[src/common/adcs_pkg.sv]
// Overview of operation
// - Status bits 15 and 13..10 read zero.
// - Status bit 14 shows conversion or calibration.
// - Status bits 9..8 report power management setting.
// - Status read returns ones in bits 7..6.
// - Bit 5 shows interface mode, cleared by reads.
// - Status bit 3 reflects calibration mode.
// - Status bit 0 high while calibrating.
// - Status bits 2..1 show calibration selection.
// - Ten calibration registers, all readable and writable.
// - Calibration updates registers without host access.
// - Selection picks all, gain+offset, offset, gain.
// - Same selection decoding for reads and writes.
// - Host does not mix reads and writes.
// - Host writes control before calibration writes.
// - Read select 10 sources calibration read data.
// - Pointer resets on control write and sequence end.
// - Pointer starts at gain, except offset-only.
// - Pointer advances after each multi-register access.
// - Abandoned sequence resets on next control write.
// - Calibration reads have two zero top bits.
// - Mode 1 host completes full read sequence.
// - Status read needs select 11; reset zero.
// - Calibration word is two zeros, 14 data.
package adcs_pkg;

  // ----------------------------------------------------------------
  // Widths and calibration file layout
  // ----------------------------------------------------------------
  localparam int WORD_W = 16;
  localparam int CAL_DATA_W = 14;
  localparam int CAL_COUNT = 10;
  localparam logic [3:0] CAL_GAIN_IDX = 4'h0;
  localparam logic [3:0] CAL_OFFSET_IDX = 4'h1;
  localparam logic [3:0] CAL_DAC_FIRST = 4'h2;
  localparam logic [3:0] CAL_LAST_IDX = 4'h9;
  localparam logic [CAL_DATA_W-1:0] GAIN_RESET = 14'h2000;
  localparam logic [CAL_DATA_W-1:0] OFFSET_RESET = 14'h2000;
  localparam logic [CAL_DATA_W-1:0] DAC_RESET = 14'h0000;

  // ----------------------------------------------------------------
  // Control and status word bit positions
  // ----------------------------------------------------------------
  localparam int CTL_PM_LO = 8;
  localparam int CTL_RDSEL_LO = 6;
  localparam int CTL_MODE = 5;
  localparam int CTL_CONVST = 4;
  localparam int CTL_CAL_MODE = 3;
  localparam int CTL_CALSEL_LO = 1;
  localparam int CTL_CAL_START = 0;
  localparam int STAT_BUSY = 14;
  localparam logic [1:0] RD_CONV = 2'h0;
  localparam logic [1:0] RD_CAL = 2'h2;
  localparam logic [1:0] RD_STATUS = 2'h3;
  localparam logic [1:0] CAL_SEL_ALL = 2'h0;
  localparam logic [1:0] CAL_SEL_GAIN_OFFSET = 2'h1;
  localparam logic [1:0] CAL_SEL_OFFSET = 2'h2;
  localparam logic [1:0] CAL_SEL_GAIN = 2'h3;

  // ----------------------------------------------------------------
  // Link operations
  // ----------------------------------------------------------------
  typedef enum logic [1:0] {
    OP_CTRL_WR = 2'h0,
    OP_CAL_WR = 2'h1,
    OP_READ = 2'h3
  } adcs_op_type;

  // ----------------------------------------------------------------
  // Host register map (byte offsets) and bus answers
  // ----------------------------------------------------------------
  localparam logic [3:0] HOST_CMD_OFF = 4'h0;
  localparam logic [3:0] HOST_STAT_OFF = 4'h4;
  localparam logic [3:0] HOST_RDATA_OFF = 4'h8;
  localparam int CMD_OP_LO = 16;
  localparam logic [1:0] RESP_OKAY = 2'h0;
  localparam logic [1:0] RESP_SLVERR = 2'h2;

  // ----------------------------------------------------------------
  // Sequence decoding shared by both ends
  // ----------------------------------------------------------------
  function automatic logic [3:0] seq_first(input logic [1:0] sel);
    seq_first = (sel == CAL_SEL_OFFSET) ? CAL_OFFSET_IDX : CAL_GAIN_IDX;
  endfunction : seq_first

  function automatic logic [3:0] seq_last(input logic [1:0] sel);
    case (sel)
      CAL_SEL_ALL: seq_last = CAL_LAST_IDX;
      CAL_SEL_GAIN_OFFSET: seq_last = CAL_OFFSET_IDX;
      CAL_SEL_OFFSET: seq_last = CAL_OFFSET_IDX;
      default: seq_last = CAL_GAIN_IDX;
    endcase
  endfunction : seq_last

  function automatic logic [3:0] seq_len(input logic [1:0] sel);
    seq_len = seq_last(sel) - seq_first(sel) + 4'h1;
  endfunction : seq_len

  function automatic logic [3:0] next_ptr(input logic [1:0] sel, input logic [3:0] ptr);
    next_ptr = (ptr == seq_last(sel)) ? seq_first(sel) : ptr + 4'h1;
  endfunction : next_ptr

endpackage : adcs_pkg

[src/common/adcs_link_if.sv]
interface adcs_link_if import adcs_pkg::*; ();
  logic req_valid;
  logic [1:0] req_op;
  logic [WORD_W-1:0] req_data;
  logic rsp_valid;
  logic [WORD_W-1:0] rsp_data;

  modport host (
    output req_valid,
    output req_op,
    output req_data,
    input rsp_valid,
    input rsp_data
  );

  modport device (
    input req_valid,
    input req_op,
    input req_data,
    output rsp_valid,
    output rsp_data
  );
endinterface : adcs_link_if

[src/verilog/adcs_host.sv]
module adcs_host import adcs_pkg::*; (
  input wire logic core_clk,
  input wire logic nrst,
  input wire logic ce,
  adcs_link_if.host link,
  input wire logic s_axi_awvalid,
  output logic s_axi_awready,
  input wire logic [3:0] s_axi_awaddr,
  input wire logic s_axi_wvalid,
  output logic s_axi_wready,
  input wire logic [31:0] s_axi_wdata,
  input wire logic [3:0] s_axi_wstrb,
  output logic s_axi_bvalid,
  input wire logic s_axi_bready,
  output logic [1:0] s_axi_bresp,
  input wire logic s_axi_arvalid,
  output logic s_axi_arready,
  input wire logic [3:0] s_axi_araddr,
  output logic s_axi_rvalid,
  input wire logic s_axi_rready,
  output logic [31:0] s_axi_rdata,
  output logic [1:0] s_axi_rresp
);

  // ----------------------------------------------------------------
  // State
  // ----------------------------------------------------------------
  typedef enum logic [1:0] {
    H_IDLE = 2'b00,
    H_WAIT = 2'b01
  } adcs_host_fsm_type;

  typedef struct packed {
    adcs_host_fsm_type fsm;
    logic aw_have;
    logic [3:0] aw_addr;
    logic w_have;
    logic [31:0] w_data;
    logic [3:0] w_strb;
    logic awready;
    logic wready;
    logic bvalid;
    logic [1:0] bresp;
    logic arready;
    logic rvalid;
    logic [31:0] rdata;
    logic [1:0] rresp;
    logic [31:0] cmd;
    logic [WORD_W-1:0] last_rsp;
    logic req_valid;
    logic [1:0] req_op;
    logic [WORD_W-1:0] req_data;
    logic ctrl_seen;
    logic mode1;
    logic [1:0] rd_sel;
    logic [1:0] cal_sel;
    logic [3:0] seq_left;
    logic seq_read;
    logic locked;
  } adcs_host_state_type;

  adcs_host_state_type r;
  adcs_host_state_type next_r;
  logic [31:0] merged;
  logic [1:0] op;
  logic refuse;
  logic cal_rd;

  // ----------------------------------------------------------------
  // Next state
  // ----------------------------------------------------------------
  always_comb begin
    next_r = r;
    merged = r.cmd;
    op = 2'h0;
    refuse = 1'b0;
    cal_rd = 1'b0;
    next_r.req_valid = 1'b0;
    if (r.bvalid && s_axi_bready) begin
      next_r.bvalid = 1'b0;
    end
    if (r.rvalid && s_axi_rready) begin
      next_r.rvalid = 1'b0;
    end
    if (s_axi_awvalid && r.awready) begin
      next_r.aw_have = 1'b1;
      next_r.aw_addr = s_axi_awaddr;
    end
    if (s_axi_wvalid && r.wready) begin
      next_r.w_have = 1'b1;
      next_r.w_data = s_axi_wdata;
      next_r.w_strb = s_axi_wstrb;
    end

    // Link answer
    if (r.fsm == H_WAIT && link.rsp_valid) begin
      next_r.last_rsp = link.rsp_data;
      next_r.fsm = H_IDLE;
    end

    // Register write, once address and data are both held
    if (next_r.aw_have && next_r.w_have && !next_r.bvalid) begin
      for (int b = 0; b < 4; b++) begin
        if (next_r.w_strb[b]) begin
          merged[8*b +: 8] = next_r.w_data[8*b +: 8];
        end
      end
      op = merged[CMD_OP_LO+1:CMD_OP_LO];
      cal_rd = (op == OP_READ) && (r.rd_sel == RD_CAL);
      case (op)
        OP_CTRL_WR: refuse = r.locked && r.seq_left != 4'h0;
        OP_CAL_WR: refuse = !r.ctrl_seen || (r.seq_left != 4'h0 && r.seq_read);
        OP_READ: refuse = cal_rd && r.seq_left != 4'h0 && !r.seq_read;
        default: refuse = 1'b1;
      endcase
      next_r.bvalid = 1'b1;
      next_r.bresp = RESP_OKAY;
      next_r.aw_have = 1'b0;
      next_r.w_have = 1'b0;
      if (next_r.aw_addr != HOST_CMD_OFF || r.fsm != H_IDLE || refuse) begin
        next_r.bresp = RESP_SLVERR;
      end else begin
        next_r.cmd = merged;
        next_r.req_valid = 1'b1;
        next_r.req_op = op;
        next_r.req_data = merged[WORD_W-1:0];
        next_r.fsm = H_WAIT;
        if (op == OP_CTRL_WR) begin
          next_r.ctrl_seen = 1'b1;
          next_r.rd_sel = merged[CTL_RDSEL_LO+1:CTL_RDSEL_LO];
          next_r.cal_sel = merged[CTL_CALSEL_LO+1:CTL_CALSEL_LO];
          next_r.mode1 = merged[CTL_MODE];
          next_r.seq_left = 4'h0;
          next_r.locked = 1'b0;
        end else if (op == OP_CAL_WR || cal_rd) begin
          if (r.seq_left == 4'h0) begin
            next_r.seq_left = seq_len(r.cal_sel) - 4'h1;
            next_r.seq_read = cal_rd;
            next_r.locked = cal_rd && r.mode1;
          end else begin
            next_r.seq_left = r.seq_left - 4'h1;
          end
        end
        if (op == OP_READ) begin
          next_r.mode1 = 1'b0;
        end
      end
    end

    // Register read
    if (s_axi_arvalid && r.arready) begin
      next_r.rvalid = 1'b1;
      next_r.rresp = RESP_OKAY;
      case (s_axi_araddr)
        HOST_CMD_OFF: next_r.rdata = r.cmd;
        HOST_STAT_OFF: next_r.rdata = {24'h000000, r.seq_left, r.locked, r.seq_read, r.ctrl_seen,
                                       r.fsm != H_IDLE};
        HOST_RDATA_OFF: next_r.rdata = {16'h0000, r.last_rsp};
        default: begin
          next_r.rdata = 32'h00000000;
          next_r.rresp = RESP_SLVERR;
        end
      endcase
    end
    next_r.awready = !next_r.aw_have && !next_r.bvalid;
    next_r.wready = !next_r.w_have && !next_r.bvalid;
    next_r.arready = !next_r.rvalid;
  end

  // ----------------------------------------------------------------
  // Registers
  // ----------------------------------------------------------------
  always_ff @(posedge core_clk or negedge nrst) begin
    if (!nrst) begin
      r <= '0;
    end else if (ce) begin
      r <= next_r;
    end
  end

  assign link.req_valid = r.req_valid;
  assign link.req_op = r.req_op;
  assign link.req_data = r.req_data;
  assign s_axi_awready = r.awready;
  assign s_axi_wready = r.wready;
  assign s_axi_bvalid = r.bvalid;
  assign s_axi_bresp = r.bresp;
  assign s_axi_arready = r.arready;
  assign s_axi_rvalid = r.rvalid;
  assign s_axi_rdata = r.rdata;
  assign s_axi_rresp = r.rresp;

endmodule : adcs_host

[src/flat_wrapper.sv]
// flat-port wrapper written by rule: the top's interface ports become plain ports
module adcs_host_flat import adcs_pkg::*;
  (core_clk, nrst, ce, s_axi_awvalid, s_axi_awready, s_axi_awaddr, s_axi_wvalid, s_axi_wready, s_axi_wdata, s_axi_wstrb, s_axi_bvalid, s_axi_bready, s_axi_bresp, s_axi_arvalid, s_axi_arready, s_axi_araddr, s_axi_rvalid, s_axi_rready, s_axi_rdata, s_axi_rresp, link_req_valid, link_req_op, link_req_data, link_rsp_valid, link_rsp_data);
  adcs_link_if link_i ();
  input wire logic core_clk;
  input wire logic nrst;
  input wire logic ce;
  input wire logic s_axi_awvalid;
  output logic s_axi_awready;
  input wire logic [3:0] s_axi_awaddr;
  input wire logic s_axi_wvalid;
  output logic s_axi_wready;
  input wire logic [31:0] s_axi_wdata;
  input wire logic [3:0] s_axi_wstrb;
  output logic s_axi_bvalid;
  input wire logic s_axi_bready;
  output logic [1:0] s_axi_bresp;
  input wire logic s_axi_arvalid;
  output logic s_axi_arready;
  input wire logic [3:0] s_axi_araddr;
  output logic s_axi_rvalid;
  input wire logic s_axi_rready;
  output logic [31:0] s_axi_rdata;
  output logic [1:0] s_axi_rresp;
  output wire logic [$bits(link_i.req_valid)-1:0] link_req_valid;
  output wire logic [$bits(link_i.req_op)-1:0] link_req_op;
  output wire logic [$bits(link_i.req_data)-1:0] link_req_data;
  input wire logic [$bits(link_i.rsp_valid)-1:0] link_rsp_valid;
  input wire logic [$bits(link_i.rsp_data)-1:0] link_rsp_data;
  assign link_req_valid = link_i.req_valid;
  assign link_req_op = link_i.req_op;
  assign link_req_data = link_i.req_data;
  assign link_i.rsp_valid = link_rsp_valid;
  assign link_i.rsp_data = link_rsp_data;
  adcs_host u_core (.core_clk(core_clk), .nrst(nrst), .ce(ce), .link(link_i), .s_axi_awvalid(s_axi_awvalid), .s_axi_awready(s_axi_awready), .s_axi_awaddr(s_axi_awaddr), .s_axi_wvalid(s_axi_wvalid), .s_axi_wready(s_axi_wready), .s_axi_wdata(s_axi_wdata), .s_axi_wstrb(s_axi_wstrb), .s_axi_bvalid(s_axi_bvalid), .s_axi_bready(s_axi_bready), .s_axi_bresp(s_axi_bresp), .s_axi_arvalid(s_axi_arvalid), .s_axi_arready(s_axi_arready), .s_axi_araddr(s_axi_araddr), .s_axi_rvalid(s_axi_rvalid), .s_axi_rready(s_axi_rready), .s_axi_rdata(s_axi_rdata), .s_axi_rresp(s_axi_rresp));
endmodule
[config.mk]
export PLATFORM = sky130hd
export DESIGN_NAME = adcs_host_flat
export DESIGN_NICKNAME = d
export VERILOG_FILES = /design/src/common/adcs_pkg.sv /design/src/common/adcs_link_if.sv /design/src/verilog/adcs_host.sv /design/src/flat_wrapper.sv
export SDC_FILE = /design/constraint.sdc
export NUM_CORES = 1
export LEC_CHECK = 0
export ABC_CLOCK_PERIOD_IN_PS = 4300
export BUFFER_PORTS_ARGS = -buffer_cell sky130_fd_sc_hd__buf_2
export CAP_MARGIN = 5
export CORE_MARGIN = 8
export CORE_UTILIZATION = 40
export DETAILED_ROUTE_END_ITERATION = 12
export GPL_TIMING_DRIVEN = 1
export MAX_ROUTING_LAYER = met4
export PLACE_DENSITY = 0.59
export REMOVE_ABC_BUFFERS = 1
export SKIP_CTS_REPAIR_TIMING = 1
export SYNTH_ARGS = -nofsm -noshare
export SYNTH_HDL_FRONTEND = slang
export SYNTH_SLANG_ARGS = --single-unit
[constraint.sdc]
create_clock -name core_clk -period 4.3 [get_ports core_clk]
set_clock_uncertainty 0.1 [all_clocks]
set_input_delay 0.215 -clock core_clk [delete_from_list [all_inputs] [get_ports core_clk]]
set_output_delay 0.215 -clock core_clk [all_outputs]
set_load 0.02 [all_outputs]
==> impl_metrics.tcl <==
set metrics [dict create \
    crit_buf_inv 1 \
    routedWlPerCell_um 17.8 \
    vdd_ir_drop_max_mv 0.293 \
    layout_common_cells "dfrtp_1 (144), buf_2 (125), mux2_2 (115)" \
    pin_count 129 \
    yosysWarningCount 0 \
    num_antenna_cells 0 \
    clk_latency_ps 420 \
    worst-setup-path-type "flip-flop to flip-flop" \
    syn_area_per_cell_sq_um 11.7 \
    final_util 0.513 \
    combPwrFrac 0.275 \
    place_inst 855 \
    relSlewSlack 0.295 \
    dieArea_sq_um 21300 \
    p_leak_uw 0.00406 \
    track_usage 0.165 \
    outcome "finished with violations" \
    violations "hold timing" \
    cts_root_buf "clkbuf_16" \
    end_kind "flip-flop" \
    crit_required_ps 4480 \
    crit_chain "nand2_2, mux2i_1, a21oi_1, a21oi_1, inv_1, ha_1, a22oi_1, a21oi_1, or4_4, nor2_1, mux2_2" \
    place_congestion 0.856 \
    switching_power_uw 1510 \
    die_y_um 146 \
    die_x_um 146 \
    cp_slowest_cell "or4_4" \
    drive_above_1_share 0.403 \
    clk_pin_slew_ps 60 \
    core_area_sq_um 16600 \
    layout_setup_ws_ps 614 \
    antenna_left 0 \
    antenna_found_initial 0 \
    rows 47 \
    cts_tree "done" \
    htree_levels 4 \
    synth-async-reset-ratio 1.00 \
    yosys_register_bits 144 \
    power_density_nw_per_um2 603 \
    cts_sinks 144 \
    grt_pass1_wl_um 27100 \
    syn2layout_area_growth_pct 25.8 \
    rsz0062_at_grt "false" \
    cpLargestDelayFamily "simple AND/OR/NAND/NOR gates" \
    fillCellCount 1465 \
    wl_um 16800 \
    clockPowerShare 0.317 \
    synth_cells 579 \
    intPower_uw 3620 \
    via_per_inst 5.06 \
    cts_buffers 17 \
    final_cell_count_no_fill 944 \
    globalRouteOverflowTotal 0 \
    place_ws_ps 610 \
    p_seq_frac 0.408 \
    fin_crit_sh 0.857 \
    vias 4780 \
    hpwl_um 11400 \
    synth-edff-count 0 \
    yosys.cell_types.count 47 \
    max-cap-violations 0 \
    nNetsFinal 788 \
    min_path_type "input port to flip-flop" \
    start_kind "flip-flop" \
    clk_path_buf_depth 2 \
    first_iter_violations 318 \
    drv_slew 0 \
    switching_share 0.294 \
    drtPass1Iterations 4 \
    setup-tns-final_ps 0 \
    crit_path_frequent_cell "a21oi_1" \
    initial_utilization 0.408 \
    setup_viol 0 \
    worstPathMaxFanout 30 \
    drc 0 \
    grt_max_degree 113 \
    port_buffers 126 \
    clock.fmax_mhz 271 \
    crit_arrival_ps 3870 \
    final_common_cell "dfrtp_1" \
    ys_seq_area_frac 0.532 \
    synth_flop_cell "dfrtp_1" \
    first_global_vias 5064 \
    fin_hold_ws_ps -27.1 \
    syn_area_sq_um 6770 \
    max_stage_delay_ps 700 \
    tightest_slew_ps 1060 \
    hold_viol_final 1 \
    finalCriticalPeriod_ps 3690 \
]
-- cell families (layout without fill, tap and decap cells) --
| group | Yosys count | in the layout | synth area share |
|---|---|---|---|
| AOI/OAI and AO/OA | 100 | 100 | 0.0932 |
| adders and majority gates | 6 | 6 | 0.0111 |
| muxes | 121 | 121 | 0.200 |
| other | 1 | 2 | 0.000554 |
| buffers and inverters | 92 | 236 | 0.0823 |
| DFF | 144 | 144 | 0.532 |
| and+or+nand+nor | 115 | 115 | 0.0802 |
-- worst reg2reg max path, delay by kind of cell (launching register included) --
| family | cells | cell delay [ps] |
|---|---|---|
| muxes | 2 | 760 |
| AOI/OAI and AO/OA | 4 | 640 |
| and+or+nand+nor | 3 | 1300 |
| DFF | 1 | 410 |
| buffers and inverters | 1 | 110 |
| adders and majority gates | 1 | 250 |
-- state kept, by name, summed over array words and instances, names as in the netlist, named ones only --
register / count
u_core.s_axi_rvalid: 1
u_core.s_axi_bresp: 1
u_core.s_axi_arready: 1
u_core.link.req_data: 5
u_core.s_axi_awready: 1
u_core.r: 86
u_core.link.req_valid: 1
u_core.link.req_op: 2
u_core.s_axi_rresp: 1
u_core.s_axi_bvalid: 1
u_core.s_axi_wready: 1
u_core.s_axi_rdata: 32
-- power by group through the flow --
| stage | sequential (uW) | clock, uW | combinational, uW |
|---|---|---|---|
| global route | 2150 | 1720 | 1570 |
| global placement | 2090 | 0 | 1330 |
| finish | 2100 | 1630 | 1410 |
| CTS | 2090 | 1660 | 1380 |
| floorplan | 2140 | 0 | 884 |
| detailed placement | 2110 | 0 | 1380 |
-- cell usage after synthesis, drive strengths merged, types with 2 or more instances --
| cell type | count | area share |
|---|---|---|
| dfrtp | 144 | 0.53 |
| mux2 | 115 | 0.19 |
| nand2 | 80 | 0.044 |
| buf | 57 | 0.063 |
| o21ai | 52 | 0.038 |
| clkbuf | 21 | 0.012 |
| a21oi | 16 | 0.015 |
| inv | 14 | 0.0078 |
| a22oi | 10 | 0.011 |
| a222oi | 8 | 0.012 |
| nor2 | 7 | 0.0043 |
| ha | 6 | 0.011 |
| mux2i | 6 | 0.0089 |
| a21boi | 4 | 0.0044 |
| nand3 | 3 | 0.0022 |
| nor2b | 3 | 0.0028 |
| nor3 | 3 | 0.0022 |
| nor4 | 3 | 0.0028 |
| nor4b | 3 | 0.0048 |
| or2 | 3 | 0.0028 |
| and2 | 2 | 0.0018 |
| o22ai | 2 | 0.0018 |
| o31ai | 2 | 0.0022 |
| or3 | 2 | 0.0026 |
-- final cells by class --
class	instances	area [sq um]	area share
clock inverters	9	180	0.0212
repair buffers	192	1280	0.151
flip-flops and latches	144	3600	0.423
clock buffers	21	480	0.0565
multi-input cells	344	2630	0.309
well taps	220	275	0.0323
inverters	14	52.6	0.00617
-- per-layer routing --
layer | GRT usage | share of wire
met1 | 0.203 | 0.46
met4 | 0.0572 | 0.0099
met2 | 0.260 | 0.49
met3 | 0.0436 | 0.044
met5 | - | 0
-- path summary, 6_finish.rpt --
check,from,slack [ps],cells past startpoint,end
setup / recovery,u_core.s_axi_wready$_DFFE_PN0P_,610,11,u_core.r[69]$_DFFE_PN0P_
hold / removal,s_axi_rready,-30,4,u_core.s_axi_rvalid$_DFFE_PN0P_
setup reg to reg,u_core.s_axi_wready$_DFFE_PN0P_,610,11,u_core.r[69]$_DFFE_PN0P_
hold reg to reg,u_core.r[163]$_DFFE_PN0P_,300,0,u_core.r[163]$_DFFE_PN0P_
max in group asynchronous,nrst,2670,3,u_core.r[69]$_DFFE_PN0P_
min in group asynchronous,nrst,370,2,u_core.r[130]$_DFFE_PN0P_
-- stage by stage --
step / power, uW / instance area (sq um)
floorplan: 3020 / 6270
finish: 5130 / 8510
global route: 5440 / 8510
global placement: 3410 / 7250
detailed placement: 3490 / 7250
CTS: 5140 / 7920
Power figures use the tool's default switching activity.
